===== src/logic/tmc_pkg.sv =====
// constants, register map and state codes of the master control/status block
// assumes a 125 MHz system clock and a 16-bit host register port
package tmc_pkg;
    // clock and timing
    localparam int CLK_PERIOD_NS = 8;
    localparam int IRQ_PULSE_NS = 1000;
    localparam int IRQ_PULSE_CYC = IRQ_PULSE_NS / CLK_PERIOD_NS;
    localparam int ACK_MIN_NS = 250;
    localparam int ACK_MIN_CYC = (ACK_MIN_NS + CLK_PERIOD_NS - 1)
                                 / CLK_PERIOD_NS;
    localparam logic [6:0] PULSE_LAST = 7'(IRQ_PULSE_CYC - 1);
    localparam logic [5:0] ACK_LAST = 6'(ACK_MIN_CYC - 1);

    // register addresses (word addresses on the host port)
    localparam logic [15:0] ADDR_MCFG = 16'h0000;
    localparam logic [15:0] ADDR_MSTAT = 16'h0001;
    localparam logic [15:0] ADDR_PEND_IRQ = 16'h0006;
    localparam logic [15:0] RT_BASE = 16'h0010;
    localparam logic [15:0] RT_STRIDE = 16'h0010;
    localparam logic [3:0] OFF_RTCFG = 4'h0;
    localparam logic [3:0] OFF_SEL_A = 4'h1;
    localparam logic [3:0] OFF_SEL_B = 4'h2;
    localparam logic [3:0] OFF_BITW = 4'h3;

    // master configuration fields
    localparam int CFG_TXO_BIT = 3;
    localparam int CFG_IRQ_LEVEL_SELECT_BIT = 2;
    localparam int CFG_MONITOR_ACTIVITY_INCLUDE_BIT = 1;
    localparam logic [3:0] MCFG_RESET = 4'h0;

    // master status and reset fields
    localparam int ST_READY_BIT = 15;
    localparam int ST_AUTO_INIT_ENABLE_BIT = 13;
    localparam int ST_MTRST_BIT = 12;
    localparam int ST_RT2RST_BIT = 11;
    localparam int ST_RT1RST_BIT = 10;
    localparam logic [15:0] MSTAT_RESET = 16'h0000;

    // terminal configuration fields
    localparam int RTC_INH_A_BIT = 0;
    localparam int RTC_INH_B_BIT = 1;
    localparam int RTC_AUTO_BIT = 2;
    localparam logic [2:0] RTC_RESET = 3'h0;
    localparam logic [15:0] SEL_RESET = 16'h0000;
    localparam int BITW_SHUT_LSB = 12;

    // mode codes handled automatically
    localparam logic [4:0] MC_SEL_SHUTDOWN = 5'h14;
    localparam logic [4:0] MC_OVR_SEL_SHUTDOWN = 5'h15;

    typedef enum logic [1:0] {
        TMC_IRQ_IDLE = 2'b00,
        TMC_IRQ_PULSE = 2'b01,
        TMC_IRQ_LEVEL = 2'b10
    } tmc_irq_st_t;
endpackage


===== src/logic/tmc_irq_gen.sv =====
// interrupt request output: pulsed or held-level active-low request
// assumes events are one-cycle pulses synchronous to i_mclk
`timescale 1ns/1ns
module tmc_irq_gen (
    input logic i_mclk,        // system clock
    input logic i_rst,         // async reset, active high
    input logic i_level_sel,   // 1 = level request, 0 = pulse
    input logic i_event,       // enabled interrupt event pulse
    input logic i_ack,         // acknowledge input level
    input logic i_pend_read,   // host read of pending interrupt register
    output logic o_irq_n       // interrupt request, active low
);
    tmc_pkg::tmc_irq_st_t st_ff, nxt_st;
    logic [6:0] cnt_ff, nxt_cnt;
    logic [5:0] ack_ff, nxt_ack;
    logic irq_n_ff, nxt_irq_n;
    logic release_req;

    always_comb begin
        nxt_ack = 6'h00;
        if (i_ack) begin
            nxt_ack = (ack_ff == tmc_pkg::ACK_LAST) ? ack_ff : ack_ff + 6'h01;
        end
        release_req = i_pend_read || (i_ack && ack_ff == tmc_pkg::ACK_LAST);
        nxt_st = st_ff;
        nxt_cnt = cnt_ff;
        nxt_irq_n = irq_n_ff;
        case (st_ff)
            tmc_pkg::TMC_IRQ_IDLE: begin
                if (i_event) begin
                    nxt_irq_n = 1'b0;
                    nxt_cnt = 7'h00;
                    nxt_st = i_level_sel ? tmc_pkg::TMC_IRQ_LEVEL
                                         : tmc_pkg::TMC_IRQ_PULSE;
                end
            end
            tmc_pkg::TMC_IRQ_PULSE: begin
                if (cnt_ff == tmc_pkg::PULSE_LAST) begin
                    nxt_st = tmc_pkg::TMC_IRQ_IDLE;
                    nxt_irq_n = 1'b1;
                end else begin
                    nxt_cnt = cnt_ff + 7'h01;
                end
            end
            tmc_pkg::TMC_IRQ_LEVEL: begin
                // a new event in the release cycle keeps the request low
                if (release_req && !i_event) begin
                    nxt_st = tmc_pkg::TMC_IRQ_IDLE;
                    nxt_irq_n = 1'b1;
                end
            end
            default: begin
                nxt_st = tmc_pkg::TMC_IRQ_IDLE;
                nxt_irq_n = 1'b1;
            end
        endcase
    end

    always_ff @(posedge i_mclk or posedge i_rst) begin
        if (i_rst) begin
            st_ff <= tmc_pkg::TMC_IRQ_IDLE;
            cnt_ff <= 7'h00;
            ack_ff <= 6'h00;
            irq_n_ff <= 1'b1;
        end else begin
            st_ff <= nxt_st;
            cnt_ff <= nxt_cnt;
            ack_ff <= nxt_ack;
            irq_n_ff <= nxt_irq_n;
        end
    end

    assign o_irq_n = irq_n_ff;
endmodule


===== src/logic/tmc_top.sv =====
// master control and status of a multi-terminal 1553 device
// assumes a synchronous host register port and terminal cores that report
// mode codes, activity and reset completion as signals on i_mclk
`timescale 1ns/1ns
module tmc_top (
    input logic i_mclk,                 // system clock, 125 MHz
    input logic i_rst,                  // master reset, async, active high
    input logic i_host_rd,              // host read strobe
    input logic i_host_wr,              // host write strobe
    input logic [15:0] i_host_addr,     // host register address
    input logic [15:0] i_host_wdata,    // host write data
    output logic [15:0] o_host_rdata,   // host read data
    output logic o_host_rvalid,         // read data valid pulse
    input logic i_auto_init_enable,     // auto-init strap pin
    input logic i_auto_init_busy,       // auto-initialization running
    input logic i_bist_busy,            // built-in test running
    input logic i_mt_reset_done,        // monitor reset finished pulse
    input logic [1:0] i_rt_reset_done,  // terminal resets finished pulses
    input logic i_mc_strobe,            // mode code received pulse
    input logic i_mc_rt,                // terminal index of the mode code
    input logic [4:0] i_mc_code,        // mode code number
    input logic [15:0] i_mc_data,       // mode data word
    input logic i_irq_event,            // enabled interrupt event pulse
    input logic i_interrupt_acknowledge_input, // irq acknowledge level
    input logic i_mt_active,            // enabled monitor activity
    input logic i_other_active,         // other on-chip terminal activity
    output logic o_irq_n,               // interrupt request, active low
    output logic o_ready,               // ready pin
    output logic o_active,              // activity pin
    output logic o_mt_reset_req,        // monitor soft reset in progress
    output logic [1:0] o_rt_reset_req,  // terminal soft resets in progress
    output logic [3:0] o_tx_inhibit,    // {rt2 b, rt2 a, rt1 b, rt1 a}
    output logic [3:0] o_rx_inhibit     // same order as o_tx_inhibit
);
    function automatic logic [15:0] rt_addr(input int idx,
                                            input logic [3:0] off);
        rt_addr = 16'(tmc_pkg::RT_BASE + tmc_pkg::RT_STRIDE * idx) +
                  {12'h000, off};
    endfunction

    logic [3:0] mcfg_ff, nxt_mcfg;
    logic ready_ff, nxt_ready;
    logic auto_init_enable_ff, nxt_auto_init_enable;
    logic first_ff;
    logic mtrst_ff, nxt_mtrst;
    logic [1:0] rtrst_ff, nxt_rtrst;
    logic [15:0] stat_word;
    logic [2:0] rtcfg_ff [2];
    logic [2:0] nxt_rtcfg [2];
    logic [15:0] sela_ff [2];
    logic [15:0] nxt_sela [2];
    logic [15:0] selb_ff [2];
    logic [15:0] nxt_selb [2];
    logic [1:0] ashut_ff [2];
    logic [1:0] nxt_ashut [2];
    logic [3:0] tx_inh, rx_inh;
    logic [3:0] tx_ff, rx_ff;
    logic active_ff, nxt_active;
    logic [15:0] rdata_ff, nxt_rdata;
    logic rvalid_ff;
    logic wr_ok, rd_ok, pend_read;

    // host locked out while not ready
    assign wr_ok = i_host_wr && ready_ff;
    assign rd_ok = i_host_rd && ready_ff;
    assign pend_read = rd_ok && i_host_addr == tmc_pkg::ADDR_PEND_IRQ;

    // master configuration
    always_comb begin
        nxt_mcfg = mcfg_ff;
        if (wr_ok && i_host_addr == tmc_pkg::ADDR_MCFG) begin
            nxt_mcfg = {i_host_wdata[3:1], 1'b0};
        end
    end

    always_ff @(posedge i_mclk or posedge i_rst) begin
        if (i_rst) begin
            mcfg_ff <= tmc_pkg::MCFG_RESET;
        end else begin
            mcfg_ff <= nxt_mcfg;
        end
    end

    // master status and reset
    always_comb begin
        nxt_mtrst = mtrst_ff;
        nxt_rtrst = rtrst_ff;
        if (i_mt_reset_done) begin
            nxt_mtrst = 1'b0;
        end
        nxt_rtrst = rtrst_ff & ~i_rt_reset_done;
        // write of one starts monitor reset, set beats done
        if (wr_ok && i_host_addr == tmc_pkg::ADDR_MSTAT) begin
            nxt_mtrst = nxt_mtrst | i_host_wdata[tmc_pkg::ST_MTRST_BIT];
            nxt_rtrst = nxt_rtrst | {i_host_wdata[tmc_pkg::ST_RT2RST_BIT],
                                     i_host_wdata[tmc_pkg::ST_RT1RST_BIT]};
        end
        // ready low while anything is busy
        nxt_ready = !(nxt_mtrst || (|nxt_rtrst) || i_auto_init_busy ||
                      i_bist_busy);
        // strap taken in the first cycle after reset release
        nxt_auto_init_enable = first_ff ? i_auto_init_enable : auto_init_enable_ff;
        stat_word = tmc_pkg::MSTAT_RESET;
        stat_word[tmc_pkg::ST_READY_BIT] = ready_ff;
        stat_word[tmc_pkg::ST_AUTO_INIT_ENABLE_BIT] = auto_init_enable_ff;
        stat_word[tmc_pkg::ST_MTRST_BIT] = mtrst_ff;
        stat_word[tmc_pkg::ST_RT2RST_BIT] = rtrst_ff[1];
        stat_word[tmc_pkg::ST_RT1RST_BIT] = rtrst_ff[0];
    end

    // auto-init enable cleared by master reset only; soft resets leave it alone
    always_ff @(posedge i_mclk or posedge i_rst) begin
        if (i_rst) begin
            ready_ff <= 1'b0;
            auto_init_enable_ff <= 1'b0;
            first_ff <= 1'b1;
            mtrst_ff <= 1'b0;
            rtrst_ff <= 2'b00;
        end else begin
            ready_ff <= nxt_ready;
            auto_init_enable_ff <= nxt_auto_init_enable;
            first_ff <= 1'b0;
            mtrst_ff <= nxt_mtrst;
            rtrst_ff <= nxt_rtrst;
        end
    end

    // terminal configuration, select words and automatic shutdown
    always_comb begin
        for (int i = 0; i < 2; i++) begin
            nxt_rtcfg[i] = rtcfg_ff[i];
            nxt_sela[i] = sela_ff[i];
            nxt_selb[i] = selb_ff[i];
            nxt_ashut[i] = ashut_ff[i];
            if (wr_ok && i_host_addr == rt_addr(i, tmc_pkg::OFF_RTCFG)) begin
                nxt_rtcfg[i] = i_host_wdata[2:0];
            end
            if (wr_ok && i_host_addr == rt_addr(i, tmc_pkg::OFF_SEL_A)) begin
                nxt_sela[i] = i_host_wdata;
            end
            if (wr_ok && i_host_addr == rt_addr(i, tmc_pkg::OFF_SEL_B)) begin
                nxt_selb[i] = i_host_wdata;
            end
            // mode codes left to the host when auto is off
            // matching data word shuts down or restores the bus
            if (i_mc_strobe && i_mc_rt == 1'(i) &&
                rtcfg_ff[i][tmc_pkg::RTC_AUTO_BIT]) begin
                if (i_mc_code == tmc_pkg::MC_SEL_SHUTDOWN) begin
                    if (i_mc_data == sela_ff[i]) nxt_ashut[i][0] = 1'b1;
                    if (i_mc_data == selb_ff[i]) nxt_ashut[i][1] = 1'b1;
                end else if (i_mc_code == tmc_pkg::MC_OVR_SEL_SHUTDOWN) begin
                    if (i_mc_data == sela_ff[i]) nxt_ashut[i][0] = 1'b0;
                    if (i_mc_data == selb_ff[i]) nxt_ashut[i][1] = 1'b0;
                end
            end
            // auto shutdown kept apart from the inhibit bits
            tx_inh[2*i] = rtcfg_ff[i][tmc_pkg::RTC_INH_A_BIT] |
                          ashut_ff[i][0];
            tx_inh[2*i+1] = rtcfg_ff[i][tmc_pkg::RTC_INH_B_BIT] |
                            ashut_ff[i][1];
            rx_inh[2*i] = tx_inh[2*i] & ~mcfg_ff[tmc_pkg::CFG_TXO_BIT];
            rx_inh[2*i+1] = tx_inh[2*i+1] & ~mcfg_ff[tmc_pkg::CFG_TXO_BIT];
        end
    end

    always_ff @(posedge i_mclk or posedge i_rst) begin
        if (i_rst) begin
            for (int i = 0; i < 2; i++) begin
                rtcfg_ff[i] <= tmc_pkg::RTC_RESET;
                sela_ff[i] <= tmc_pkg::SEL_RESET;
                selb_ff[i] <= tmc_pkg::SEL_RESET;
                ashut_ff[i] <= 2'b00;
            end
        end else begin
            for (int i = 0; i < 2; i++) begin
                rtcfg_ff[i] <= nxt_rtcfg[i];
                sela_ff[i] <= nxt_sela[i];
                selb_ff[i] <= nxt_selb[i];
                ashut_ff[i] <= nxt_ashut[i];
            end
        end
    end

    // host read data and activity output
    always_comb begin
        nxt_rdata = rdata_ff;
        // any read while not ready returns the status word
        if (i_host_rd && !ready_ff) begin
            nxt_rdata = stat_word;
        end else if (rd_ok) begin
            nxt_rdata = 16'h0000;
            if (i_host_addr == tmc_pkg::ADDR_MCFG) begin
                nxt_rdata = {12'h000, mcfg_ff};
            end
            if (i_host_addr == tmc_pkg::ADDR_MSTAT) begin
                nxt_rdata = stat_word;
            end
            for (int i = 0; i < 2; i++) begin
                if (i_host_addr == rt_addr(i, tmc_pkg::OFF_RTCFG)) begin
                    nxt_rdata = {13'h0000, rtcfg_ff[i]};
                end
                if (i_host_addr == rt_addr(i, tmc_pkg::OFF_SEL_A)) begin
                    nxt_rdata = sela_ff[i];
                end
                if (i_host_addr == rt_addr(i, tmc_pkg::OFF_SEL_B)) begin
                    nxt_rdata = selb_ff[i];
                end
                // shutdown state in the top four bits
                if (i_host_addr == rt_addr(i, tmc_pkg::OFF_BITW)) begin
                    nxt_rdata = {tx_inh[2*i+1], rx_inh[2*i+1], tx_inh[2*i],
                                 rx_inh[2*i], 12'h000};
                end
            end
        end
        nxt_active = i_other_active ||
                     (mcfg_ff[tmc_pkg::CFG_MONITOR_ACTIVITY_INCLUDE_BIT] && i_mt_active);
    end

    always_ff @(posedge i_mclk or posedge i_rst) begin
        if (i_rst) begin
            rdata_ff <= 16'h0000;
            rvalid_ff <= 1'b0;
            active_ff <= 1'b0;
            tx_ff <= 4'h0;
            rx_ff <= 4'h0;
        end else begin
            rdata_ff <= nxt_rdata;
            rvalid_ff <= i_host_rd;
            active_ff <= nxt_active;
            tx_ff <= tx_inh;
            rx_ff <= rx_inh;
        end
    end

    tmc_irq_gen u_irq (
        .i_mclk(i_mclk),
        .i_rst(i_rst),
        .i_level_sel(mcfg_ff[tmc_pkg::CFG_IRQ_LEVEL_SELECT_BIT]),
        .i_event(i_irq_event),
        .i_ack(i_interrupt_acknowledge_input),
        .i_pend_read(pend_read),
        .o_irq_n(o_irq_n)
    );

    assign o_host_rdata = rdata_ff;
    assign o_host_rvalid = rvalid_ff;
    assign o_ready = ready_ff;
    assign o_active = active_ff;
    assign o_mt_reset_req = mtrst_ff;
    assign o_rt_reset_req = rtrst_ff;
    assign o_tx_inhibit = tx_ff;
    assign o_rx_inhibit = rx_ff;
endmodule


===== config.mk =====
export PLATFORM = sky130hd
export DESIGN_NAME = tmc_top
export DESIGN_NICKNAME = d
export VERILOG_FILES = /design/src/logic/tmc_pkg.sv /design/src/logic/tmc_irq_gen.sv /design/src/logic/tmc_top.sv
export SDC_FILE = /design/constraint.sdc
export NUM_CORES = 1
export LEC_CHECK = 0
export ABC_AREA = 1
export BUFFER_PORTS_ARGS = -buffer_cell sky130_fd_sc_hd__buf_2
export CELL_PAD_IN_SITES_DETAIL_PLACEMENT = 1
export CELL_PAD_IN_SITES_GLOBAL_PLACEMENT = 1
export CORE_MARGIN = 4
export CORE_UTILIZATION = 29
export CTS_BUF_LIST = sky130_fd_sc_hd__clkbuf_4 sky130_fd_sc_hd__clkbuf_8 sky130_fd_sc_hd__clkbuf_16
export DETAILED_ROUTE_END_ITERATION = 10
export HOLD_SLACK_MARGIN = 0.12
export PLACE_DENSITY_LB_ADDON = 0.1
export SLEW_MARGIN = 0
export SYNTH_ARGS = -nofsm -noshare
export SYNTH_HDL_FRONTEND = slang
export SYNTH_SLANG_ARGS = --single-unit

===== constraint.sdc =====
create_clock -name i_mclk -period 10.05 [get_ports i_mclk]
set_clock_uncertainty 0.15 [all_clocks]
set_input_delay 1.5075 -clock i_mclk [delete_from_list [all_inputs] [get_ports i_mclk]]
set_output_delay 1.5075 -clock i_mclk [all_outputs]
set_load 0.005 [all_outputs]

==> flow_metrics.py <==
metrics = {
    "synth": {
        "yosys.area.top_type": "dfrtp_1",
        "syn-cell-area_um2": 6670,
        "syn_nets": 885,
        "avgSynthCellArea_um2": 8.20,
        "ys_ff_latch": 125,
        "synthTopCellsByArea": "dfrtp_1 (46%), nand2_1 (12%), o21ai_0 (5.2%), xnor2_1 (4.1%), nand3_1 (3.7%)",
        "synth_cell_type_count": 45,
        "synth_top_area_share": 0.461,
        "syn_inst": 813,
        "synth_seq_area_share": 0.469,
        "ys_warn_count": 0,
    },
    "sta": {
        "hold_viol": 0,
        "period_minus_slack_ps": 3460,
        "relSlewSlack": 0.415,
        "post-route-period-util": 0.344,
        "max_freq_ghz": 0.289,
        "rsz0062_at_grt": "no",
        "drv_slew": 0,
        "tightest_slew_ps": 878,
        "setup_viol": 0,
        "finalSetupTns_ps": 0,
    },
    "global_routing": {
        "globalRouteOverflowTotal": 0,
        "antenna_found_initial": 0,
        "grt_pass1_wl_mm": 35.4,
        "grt_pass1_vias": 6031,
        "grt_usage": 0.178,
        "grt_start_max_net_pins": 65,
    },
    "power": {
        "p_int_mw": 0.976,
        "peakVddDrop_v": 0.0000808,
        "pwr-share-comb": 0.054,
        "power_frac_clock": 0.544,
        "swShare": 0.227,
        "p_leak_nw": 3.97,
        "switchingPower_mw": 0.287,
        "power_density_nw_per_um2": 158,
        "pwr-share-seq": 0.402,
    },
    "outcome": {
        "outcome": "finished clean",
    },
    "die": {
        "die-area_um2": 25500,
        "die_h_um": 160,
        "rows": 55,
        "io_pins": 100,
        "initial_core_util": 0.295,
        "coreArea_um2": 22600,
        "die_w_um": 160,
    },
    "detailed_routing": {
        "drt-pass1-iter-count": 5,
        "route.vias.total": 5685,
        "drc": 0,
        "dr.first_iter.drc_count": 228,
        "routed_wl_mm": 21.9,
        "vias_per_cell": 4.74,
        "avgRoutedWirePerCell_um": 18.3,
        "ant_nets": 0,
    },
    "cells_and_area": {
        "register_area_um2": 3130,
        "layout.core_utilization": 0.353,
        "antenna_cells": 0,
        "final_area_um2": 8000,
        "fin_nets": 975,
        "multi_input_area_um2": 3080,
        "fin_cells": 1200,
        "drive_gt1_frac": 0.198,
        "fillers": 2732,
        "area_growth_pct": 19.9,
    },
    "worst_setup_path": {
        "crit_slowest_cell": "nand2_2",
        "r2r_slack_ps": 7900,
        "r2r_end": "o_host_rdata[13]",
        "crit_arrival_ps": 3630,
        "worst_path_most_repeated_cell": "inv_2",
        "path_delay_family": "simple AND/OR/NAND/NOR gates",
        "start_kind": "primary input",
        "path_cells": "buf_2 -> nor2_4 -> inv_2 -> nor2_2 -> inv_2 -> nor2_8 -> nand2_2 -> o21ai_0",
        "critPathMaxStageDelay_ps": 480,
        "reg2regPathDepth": 6,
        "r2r_start": "o_ready",
        "crit_type": "in -> reg",
        "worst-path-buf-inv": 3,
        "cp-end-kind": "flip-flop",
        "worst_ep_required_time_ps": 10220,
        "worst-path-max-fanout": 32,
    },
    "min_path": {
        "holdPathStages": 1,
        "hold_start": "u_irq.cnt_ff[4]",
        "worstHoldEndpoint": "u_irq.cnt_ff[4]",
        "hold_path_class": "reg -> reg",
    },
    "clock_tree": {
        "cts_tree": "yes",
        "cts_hold_buf": 0,
        "htreeDepth": 4,
        "cts_buffer_depth": 2,
        "post_cts_resized": 0,
        "cts_root_buf": "clkbuf_16",
        "cts_buffers": 17,
        "post_cts.repair.setup_buffers": 0,
        "clk_pin_slew_worst_paths_ps": 60,
        "clkLatencyLatePin_ps": 420,
        "clock_sinks": 125,
    },
    "flow_run": {
        "drv_cap": 0,
    },
    "placed_design": {
        "gp_congestion": 0.753,
        "portBuffers": 99,
        "placed_cell_area_um2": 7360,
        "dpl.hpwl_mm": 15.8,
        "placed_cells": 1169,
    },
}
[logic make-up (layout without fill, tap and decap cells)]
logic type	after synthesis	count (layout)	synth area share
simple gates	394	394	0.278
compound gates	135	135	0.109
flops	125	125	0.469
buf+inv	103	205	0.0683
xor+xnor	51	51	0.0670
fa+ha+maj	3	3	0.00563
other cells	1	1	0.000562
mux	1	1	0.00169
[power by group through the flow]
stage | clock, mW | sequential [mW] | combinational [mW]
5_1_grt | 0.723 | 0.508 | 0.0781
6_report | 0.687 | 0.508 | 0.0681
3_5_place_dp | 0 | 0.517 | 0.0706
4_1_cts | 0.698 | 0.508 | 0.0707
2_1_floorplan | 0 | 0.517 | 0.0376
3_3_place_gp | 0 | 0.517 | 0.0701
[how the worst max path moves through the flow]
stage | cells past startpoint | startpoint | slack, ps | endpoint
after floorplan | 1 | i_rst | 5070 | ashut_ff[0]
after global placement | 10 | i_host_addr[11] | 6140 | o_host_rdata[15]
after detailed placement | 10 | i_host_addr[13] | 6140 | o_host_rdata[14]
after CTS | 10 | i_host_addr[11] | 6550 | o_host_rdata[14]
after global routing | 10 | i_host_addr[15] | 6300 | o_host_rdata[14]
final | 8 | i_host_addr[7] | 6590 | sela_ff[20]
[cell usage in the layout (no fill, tap or decap), types with 3 or more instances in the layout]
cell / netlist / final
a21oi_1: 12 / 12
buf_2: 6 / 99
bufinv_16: 0 / 5
clkbuf_16: 0 / 17
clkinv_2: 1 / 5
dfrtp_1: 123 / 123
ha_1: 3 / 3
inv_1: 64 / 63
inv_2: 6 / 6
nand2_1: 220 / 220
nand2_2: 5 / 5
nand3_1: 49 / 49
nand3_2: 3 / 3
nand4_1: 18 / 18
nor2_1: 46 / 46
nor2_2: 4 / 4
nor2_4: 6 / 6
nor2_8: 3 / 3
nor3_1: 9 / 9
nor3b_1: 4 / 4
nor4_1: 7 / 7
o2111ai_1: 5 / 5
o21ai_0: 69 / 69
o21ai_1: 39 / 39
o22ai_1: 4 / 4
or2_2: 10 / 10
xnor2_1: 31 / 31
xor2_1: 20 / 20
[worst register-to-register path, delay by kind of cell, from the launching register on]
family	cells	cell delay, ps
AND/OR/NAND/NOR	4	880
AO/OA/AOI/OAI	1	170
buffers and inverters	1	370
flip-flops	1	470
[cell usage after synthesis, drive strengths merged]
master   number
a21o          1
a21oi        12
a22oi         1
a41oi         1
buf          14
clkbuf       16
clkinv        3
conb          1
dfrtp       123
dfstp         2
ha            3
inv          70
mux2          1
nand2       227
nand3        54
nand3b        2
nand4        18
nor2         59
nor3         10
nor3b         4
nor4          7
nor4b         1
o2111ai       5
o211ai        2
o21ai       108
o22ai         4
o41ai         1
or2          12
xnor2        31
xor2         20
[sequential cells by signal, indices dropped and copies added (netlist names), 2 cells and up]
name	cells
o_rx_inhibit	4
o_rt_reset_req	2
rtcfg_ff	6
sela_ff	32
selb_ff	32
o_tx_inhibit	4
u_irq.cnt_ff	7
u_irq.st_ff	2
mcfg_ff	3
u_irq.ack_ff	6
ashut_ff	4
o_host_rdata	16
[metrics by stage]
step                      hold slack [ps]  setup WS, ps  total power [mW]
after detailed placement              315          6140             0.588
after floorplan                       283          5070             0.555
after global placement                314          6140             0.588
after CTS                             332          6550              1.28
after global routing                  357          6300              1.31
final                                 325          6590              1.26
[area by class of cell]
type | instances | area share
Clock buffer | 19 | 0.0558
Clock inverter | 12 | 0.0242
Inverter | 73 | 0.0347
Multi-Input combinational cell | 585 | 0.386
Sequential cell | 125 | 0.391
Tap cell | 285 | 0.0446
Timing Repair Buffer | 101 | 0.0638
[layer usage]
layer / global-route usage / wire (um) / vias up / share of wire
met5: 0 / 0 / - / 0
met4: 0.0355 / 178 / 0 / 0.0081
met3: 0.0335 / 723 / 11 / 0.033
met2: 0.284 / 10200 / 84 / 0.46
met1: 0.253 / 10900 / 2755 / 0.49
li1: - / - / 2835 / -
Power figures use the tool's default switching activity.
